`config.mk`:
```
export PLATFORM = sky130hd
export DESIGN_NAME = msl_driver
export DESIGN_NICKNAME = d
export VERILOG_FILES = /design/src/hw/msl_pkg.sv /design/src/hw/msl_driver.sv
export SDC_FILE = /design/constraint.sdc
export NUM_CORES = 1
export LEC_CHECK = 0
export ABC_CLOCK_PERIOD_IN_PS = 26700
export BUFFER_PORTS_ARGS = -buffer_cell sky130_fd_sc_hd__buf_2
export CAP_MARGIN = 10
export CORE_MARGIN = 5
export CORE_UTILIZATION = 30
export DETAILED_ROUTE_END_ITERATION = 10
export PLACE_DENSITY = 0.57
export SYNTH_ARGS = -nofsm -noshare
export SYNTH_HDL_FRONTEND = slang
export SYNTH_SLANG_ARGS = --single-unit
```
`constraint.sdc`:
```
create_clock -name mclk -period 26.7 [get_ports mclk]
set_input_delay 6.675 -clock mclk [delete_from_list [all_inputs] [get_ports mclk]]
set_output_delay 6.675 -clock mclk [all_outputs]
set_load 0.01 [all_outputs]
```
`src/hw/msl_pkg.sv`:
```
// shared types and constants for the module status indicator driver
package msl_pkg;

	localparam int FLASH_HZ      = 2;
	localparam int CLK_HZ        = 125_000_000;
	localparam int FLASH_HALF_CYC = CLK_HZ / (2 * FLASH_HZ);
	localparam int IO_W          = 16;
	localparam int DIFF_W        = 8;
	localparam int NUM_BLK       = 6;

	typedef enum logic [1:0] {
		MSL_BLK_DC,
		MSL_BLK_DIFF,
		MSL_BLK_ANALOG
	} msl_blk_kind_t;

	typedef enum logic [1:0] {
		MSL_CYC_NONE,
		MSL_CYC_RUN,
		MSL_CYC_STOP
	} msl_cyc_t;

	typedef struct packed {
		logic normal_op;
		logic unit_test_busy;
		logic fw_update_busy;
		logic addr_init_busy;
		logic major_err;
		logic moderate_err;
		logic minor_err;
		logic ctrl_exec;
		logic cfg_done_ok;
		logic cfg_download;
		logic link_up_p1;
		logic link_up_p2;
		logic standalone;
		logic own_disconnected;
		logic ring_topology;
		logic higher_class;
		msl_cyc_t cyclic;
	} msl_status_t;

	typedef struct packed {
		logic [IO_W-1:0] in_pos;
		logic [IO_W-1:0] remote_output_bit;
		logic [IO_W-1:0] user_out;
		logic [IO_W-1:0] output_source_select;
		logic            bidir_in_pos;
		logic            bidir_remote_out;
		logic            bidir_user_out;
		logic            bidir_output_source_select;
		logic            bidir_output_value_direction;
		msl_blk_kind_t   kind;
	} msl_blk_t;

	typedef struct packed {
		logic run;
		logic err;
		logic ctrl_exec;
		logic config_state_indicator;
		logic link_p1;
		logic link_p2;
		logic cyclic_link_indicator;
		logic jack_p1;
		logic jack_p2;
	} msl_leds_t;

endpackage

```
`src/hw/msl_driver.sv`:
```
// front-panel status and terminal block indicator driver
`timescale 1ns/1ns

module msl_driver #(
	parameter int HALF_CYC = msl_pkg::FLASH_HALF_CYC,
	parameter int NBLK     = msl_pkg::NUM_BLK
) (
	input  wire logic                     mclk,
	input  wire logic                     rst_n,
	input  wire msl_pkg::msl_status_t     status_in,
	input  wire logic [$clog2(NBLK)-1:0]  blk_sel,
	input  wire msl_pkg::msl_blk_t [NBLK-1:0] blk_in,
	output msl_pkg::msl_leds_t            leds,
	output logic [NBLK-1:0]               terminal_no,
	output logic [msl_pkg::IO_W-1:0]      in_leds,
	output logic [msl_pkg::IO_W-1:0]      out_leds,
	output logic                          bidir_in_led,
	output logic                          bidir_out_led,
	output logic                          topology_fault
);
	import msl_pkg::*;

	// the one-hot terminal row and the divider cannot serve other sizes
	if (HALF_CYC < 1 || NBLK < 2 || NBLK > 8) begin : g_bad_param
		$error("msl_driver: unsupported parameters");
	end

	////////////////////////////////////////////////////////////////////
	// reset release and input synchronisers

	logic rst_s1_q, rst_s2_q;
	always_ff @(posedge mclk or negedge rst_n) begin
		if (!rst_n) begin
			rst_s1_q <= 1'b0;
			rst_s2_q <= 1'b0;
		end else begin
			rst_s1_q <= 1'b1;
			rst_s2_q <= rst_s1_q;
		end
	end
	// every other register resets from the released copy
	wire logic rst_ok = rst_s2_q;

	// status and io come from other logic or pins; two stages each
	msl_status_t               st_s1_q, st_q;
	msl_blk_t [NBLK-1:0]       blk_s1_q, blk_q;
	logic [$clog2(NBLK)-1:0]   sel_s1_q, sel_q;
	always_ff @(posedge mclk or negedge rst_ok) begin
		if (!rst_ok) begin
			st_s1_q  <= '0;
			st_q     <= '0;
			blk_s1_q <= '0;
			blk_q    <= '0;
			sel_s1_q <= '0;
			sel_q    <= '0;
		end else begin
			st_s1_q  <= status_in;
			st_q     <= st_s1_q;
			blk_s1_q <= blk_in;
			blk_q    <= blk_s1_q;
			sel_s1_q <= blk_sel;
			sel_q    <= sel_s1_q;
		end
	end

	////////////////////////////////////////////////////////////////////
	// common flash timebase

	localparam int CW = $clog2(HALF_CYC + 1);
	logic [CW-1:0] div_q, div_d;
	logic          blink_q, blink_d;
	always_comb begin
		div_d   = div_q + CW'(1);
		blink_d = blink_q;
		if (div_q == CW'(HALF_CYC - 1)) begin
			div_d   = '0;
			blink_d = ~blink_q;
		end
	end
	// one divider for every flashing indicator keeps them in phase
	always_ff @(posedge mclk or negedge rst_ok) begin
		if (!rst_ok) begin
			div_q   <= '0;
			blink_q <= 1'b0;
		end else begin
			div_q   <= div_d;
			blink_q <= blink_d;
		end
	end

	////////////////////////////////////////////////////////////////////
	// status indicators

	msl_leds_t leds_q, leds_d;
	logic      topo_q, topo_d;
	logic      link_ok;
	always_comb begin
		leds_d = '0;
		// standalone must be star; lower class in a ring never links
		topo_d  = (st_q.standalone && st_q.ring_topology)
			|| (st_q.ring_topology && !st_q.higher_class);
		link_ok = !topo_d;

		if (st_q.major_err)
			leds_d.run = 1'b0;
		else if (st_q.unit_test_busy || st_q.fw_update_busy
			|| st_q.addr_init_busy)
			leds_d.run = blink_q;
		else
			leds_d.run = st_q.normal_op;

		if (st_q.major_err || st_q.moderate_err)
			leds_d.err = 1'b1;
		else if (st_q.minor_err)
			leds_d.err = blink_q;

		leds_d.ctrl_exec = st_q.ctrl_exec;

		if (st_q.cfg_download)
			leds_d.config_state_indicator = blink_q;
		else
			leds_d.config_state_indicator = st_q.cfg_done_ok;

		leds_d.link_p1 = st_q.link_up_p1;
		leds_d.link_p2 = st_q.link_up_p2;

		if (st_q.standalone || st_q.own_disconnected || !link_ok)
			leds_d.cyclic_link_indicator = 1'b0;
		else if (st_q.cyclic == MSL_CYC_RUN)
			leds_d.cyclic_link_indicator = 1'b1;
		else if (st_q.cyclic == MSL_CYC_STOP)
			leds_d.cyclic_link_indicator = blink_q;

		leds_d.jack_p1 = 1'b0;
		leds_d.jack_p2 = 1'b0;
	end

	////////////////////////////////////////////////////////////////////
	// terminal block indicators

	logic [NBLK-1:0]  tno_q, tno_d;
	logic [IO_W-1:0]  in_q, in_d, out_q, out_d;
	logic             bi_q, bi_d, bo_q, bo_d;
	msl_blk_t         b;
	logic [IO_W-1:0]  outv;
	logic [IO_W-1:0]  lo_mask;
	logic             bov;
	always_comb begin
		b       = blk_q[sel_q];
		tno_d   = '0;
		in_d    = '0;
		out_d   = '0;
		bi_d    = 1'b0;
		bo_d    = 1'b0;
		lo_mask = {{(IO_W-DIFF_W){1'b0}}, {DIFF_W{1'b1}}};
		for (int i = 0; i < IO_W; i++) begin
			outv[i] = b.output_source_select[i] ? b.user_out[i]
				: b.remote_output_bit[i];
		end
		bov = b.bidir_output_source_select ? b.bidir_user_out
			: b.bidir_remote_out;
		case (b.kind)
			MSL_BLK_DC: begin
				tno_d[sel_q] = 1'b1;
				in_d  = b.in_pos;
				out_d = outv;
			end
			MSL_BLK_DIFF: begin
				tno_d[sel_q] = 1'b1;
				// inputs carry the positive leg only
				in_d  = b.in_pos & lo_mask;
				out_d = outv & lo_mask;
				if (b.bidir_output_value_direction)
					bo_d = bov;
				else
					bi_d = b.bidir_in_pos;
			end
			default: begin
				tno_d = '0;
			end
		endcase
	end

	////////////////////////////////////////////////////////////////////
	// output registers

	always_ff @(posedge mclk or negedge rst_ok) begin
		if (!rst_ok) begin
			leds_q <= '0;
			topo_q <= 1'b0;
		end else begin
			leds_q <= leds_d;
			topo_q <= topo_d;
		end
	end

	// io row is registered apart so it can be retimed alone
	always_ff @(posedge mclk or negedge rst_ok) begin
		if (!rst_ok) begin
			tno_q  <= '0;
			in_q   <= '0;
			out_q  <= '0;
			bi_q   <= 1'b0;
			bo_q   <= 1'b0;
		end else begin
			tno_q  <= tno_d;
			in_q   <= in_d;
			out_q  <= out_d;
			bi_q   <= bi_d;
			bo_q   <= bo_d;
		end
	end

	assign leds           = leds_q;
	assign topology_fault = topo_q;
	assign terminal_no    = tno_q;
	assign in_leds        = in_q;
	assign out_leds       = out_q;
	assign bidir_in_led   = bi_q;
	assign bidir_out_led  = bo_q;

endmodule

```
; ---- Yosys cells after proc, flatten, opt, wreduce, memory -nomap -nowiden
; Cells that the tools add are included.
; W data, S select, Z words.
[totals]
ff_bits = 970
latch_bits = 0
mem_bits_rw = 0
romBits = 0
word_cells = 230
n_memories = 0
[op_classes]
n_addsub = 1
mul = 0
div = 0
magnitude_cmp = 2
eq_ne = 4
shift = 0
muxes = 37
n_bitwise = 1
n_reduce_logical = 12
[ops]
columns = op, count
row1 = $bmux W71 S3, 1
row2 = $mux W71, 1
row3 = $pmux W16 S2, 2
row4 = $mux W1, 30
row5 = $add A25 B1 Y25 const B, 1
row6 = $eq A25 B25 Y1 const B, 1
row7 = $mux W25, 1
row8 = $logic_or A1 B1 Y1, 6
row9 = $mux W6, 1
row10 = $eq A2 B1 Y1 const B, 2
row11 = $lt A3 B4 Y1 const B, 1
row12 = $demux W1 S3, 1
row13 = $ge A3 B1 Y1 const B, 1
row14 = $logic_and A1 B1 Y1, 3
row15 = $eq A2 B2 Y1 const B, 1
row16 = $logic_not A2 Y1, 1
row17 = $reduce_or A2 Y1, 1
row18 = $logic_not A1 Y1, 1
row19 = $not A1 Y1, 1

; ---- Logic depth before layout (Yosys ltp)
[depth]
ltp_word = 5
ltp_mapped = 10
ltp_nobuf = 6

; ---- Worst setup path after synthesis
; Ideal clock, no wire load.
[synth_timing]
kind = register to output
startpoint = reg bi_q (netlist: bidir_in_led)
endpoint = out bidir_in_led
arrival_time_ps = 376
required_ps = 20025
setup_slack_ps = 19649
stages_incl_launch_ff = 1
n_path_buf = 0
path_cell_list = dfrtp_1
[synth_lines]
columns = item, line
row1 = start: declaration, msl_driver.sv:143  ; logic bi_q, bi_d, bo_q, bo_d;
row2 = start signal: assignment, msl_driver.sv:209  ; bi_q <= bi_d;
row3 = end: declaration, msl_driver.sv:17  ; output logic bidir_in_led,
; No word-level cell between the ends.

; ---- Worst setup path in the final report
[layout_timing]
startpoint = reg tno_q[2] (netlist: terminal_no[2])
endpoint = out terminal_no[2]
[layout_lines]
columns = item, line
row1 = start: declaration, msl_driver.sv:141  ; logic [NBLK-1:0] tno_q, tno_d;
row2 = start signal: assignment, msl_driver.sv:206  ; tno_q <= tno_d;
row3 = end: declaration, msl_driver.sv:14  ; output logic [NBLK-1:0] terminal_no,
; No word-level cell between the ends.

==> flow_summary.yaml <==
run_status:
  status: "complete, no violations"
pwr:
  p_leak_nw: 16.60
  power_density_mw_per_mm2: 86.27
  peakVddDrop_uv: 62.95
  design_power_total_mw: 3.098
routing:
  wl_met2_um: 37590
  wl_met1_um: 31360
  top_layer_used: "met5"
  drt_iter0_drc: 829
  via_per_inst: 4.314
  drc: 0
  wl_met3_um: 3932
  wl_um: 75400
  ant_nets: 0
  num_vias: 15130
  routedWlPerCell_um: 21.50
  firstDrtPassIters: 4
setup_path:
  cp_top_family: "flip-flops"
  critical_path_required_ns: 20.02
  slowest_stage: "dfrtp_1"
  crit_chain: "buf_2"
  path_max_fanout: 1
  worst-path-buf-inv: 1
  start_kind: "flip-flop"
  endpoint_kind: "output port"
  worstPathArrival_ns: 1.16
  criticalPathCategory: "reg -> out"
  critPathMaxStageDelay_ns: 0.37
placed_design:
  dp.cells: 3315
  globalplace.congestion: 0.7923
  post-place-ws_ns: 19.53
  dpl.hpwl_um: 52490
  dpl_cell_area_mm2: 0.03258
  portBuffers: 496
sta:
  whs_ns: 0.3407
  hold_violations: 0
  tns_ns: 0
  setup_viol: 0
  skew_ns: 0.02005
  maxSlewViolCount: 0
  period_needed_ns: 7.835
  clock.fmax_ghz: 0.1276
  grt_setup_unrepaired: "false"
  worstMarginPinSlew_ns: 1.160
  post-route-period-util_pct: 29.35
  finalWorstSetupSlack_ns: 18.86
  max_slew_margin_pct: 22.36
cts:
  clockBufferDepth: 3
  worstSkewPairLatency_ns: 0.66
  clk_pin_slew_ns: 0.06
  postCtsSetupRepairBufs: 0
  post_cts_resized: 0
  cts_tree: "built"
  htreeDepth: 3
  cts_made_buffers: 96
  ctsHoldBuffers: 0
  clock_sinks: 970
  cts_root_buf: "clkbuf_16"
grt:
  grt_remaining_overflow: 0
  grt_use_total_pct: 14.93
  grt_pass1_wl_um: 112800
  grt_max_degree: 198
  grt_pass1_vias: 17280
  antenna_found_initial: 29
yosys:
  synthArstFlopShare_pct: 100.0
  synth-seq-cells: 970
  synth_commonest_cells: "dfrtp_1, mux2i_1, mux2_2, a21oi_1, nand2_1"
  postSynthAreaPerCell_um2: 17.95
  netlist_area_mm2: 0.02854
  ys.flop_type: "dfrtp_1"
  yosysMostFrequentCell: "dfrtp_1"
  synth_edf_count: 0
  synthTopCellsByArea: "dfrtp_1, mux2i_1, mux2_2"
  netlist_instances: 1590
  seq_area_frac_synth_pct: 85.06
  ys_warn_count: 0
  synth_cell_type_count: 61
  yosys.area.top_type: "dfrtp_1"
  yosys.area.top_type_share_pct: 85.06
cells_and_area:
  seqCellArea_mm2: 0.02429
  fillers: 8838
  stdcell_count: 3507
  layout-area-overhead-vs-synth_pct: 25.85
  finish.net_count: 2598
  multi_input_area_mm2: 0.003961
  fin_area_mm2: 0.03591
  drive_above_1_share_pct: 33.41
  finish.utilization_pct: 37.91
floorplanning:
  initial_utilization_pct: 30.12
  die_width_um: 318.4
  die_h_um: 318.4
  io-pin-count: 499
  fp.coreArea_mm2: 0.09473
  fp-row-count: 113
  die-area_mm2: 0.1014
run:
  cap_violations: 0
hold_path:
  hold_class: "reg -> reg"
-- power by group --
part	internal [mW]	switching, mW	leakage, nW
clock network	0.819	0.556	1.60
logic	0.0561	0.0961	3.59
registers	1.55	0.0249	11.4
-- path summary, 6_finish.rpt --
kind / startpoint / endpoint / slack, ns / cells after the start
max in group asynchronous: rst_n / rst_ok / 20.78 / 1
min in group asynchronous: rst_ok / st_s1_q[7] / 0.44 / 0
min reg2reg: blk_s1_q[60] / blk_q[60] / 0.34 / 0
min: blk_s1_q[60] / blk_q[60] / 0.34 / 0
max reg2reg: rst_ok / blk_s1_q[303] / 21.35 / 5
max: terminal_no[2] / terminal_no[2] / 18.86 / 1
-- layer usage --
| metal | up-vias | track usage [%] |
|---|---|---|
| met5 | - | 0 |
| met4 | 10 | 6.162 |
| met3 | 137 | 3.476 |
| met2 | 415 | 24.71 |
| met1 | 7931 | 19.04 |
| li1 | 6635 | - |
-- cell usage in the layout (no fill, tap or decap), drive strengths merged, types with 5 or more instances in the layout --
cell / netlist / routed
o211ai: 7 / 7
mux2i: 69 / 69
nor2: 39 / 39
o21ai: 40 / 40
nor3: 21 / 21
nor2b: 10 / 10
clkinvlp: 0 / 5
clkinv: 2 / 14
nand3: 23 / 23
buf: 34 / 525
a21oi: 40 / 40
dfrtp: 970 / 970
a221oi: 25 / 25
o22ai: 21 / 21
a211oi: 10 / 10
or4: 6 / 6
nand2: 40 / 40
mux2: 48 / 48
a32oi: 5 / 5
xnor2: 7 / 7
nor3b: 5 / 5
clkbuf: 32 / 140
diode: 0 / 18
xor2: 11 / 11
bufinv: 0 / 9
a222oi: 5 / 5
inv: 6 / 14
a22oi: 22 / 22
o221ai: 24 / 24
nand4: 5 / 5
-- kinds of logic after synthesis --
kind of cell    share of synthesized area, %
mux                                    4.314
simple gates                           3.280
compound gates                         5.595
xor+xnor                              0.5525
buf+inv                                1.127
fa+ha+maj                            0.04384
other cells                          0.02632
flops                                  85.06
-- registers in the layout (all words and copies together) (netlist names), 3 cells and up --
signal	count
leds_d	3
div_q	25
st_q	15
sel_q	3
blk_q	426
in_leds	16
sel_s1_q	3
terminal_no	6
blk_s1_q	426
st_s1_q	18
leds	7
out_leds	16
-- area by class of cell --
type	instances	area share [%]
Clock buffer	140	7.794
Inverter	8	0.08361
Timing Repair Buffer	525	7.553
Sequential cell	970	67.63
Clock inverter	34	1.376
Antenna cell	18	0.1254
Multi-Input combinational cell	547	11.03
Tap cell	1265	4.407
(Power assumes the default switching activity.)
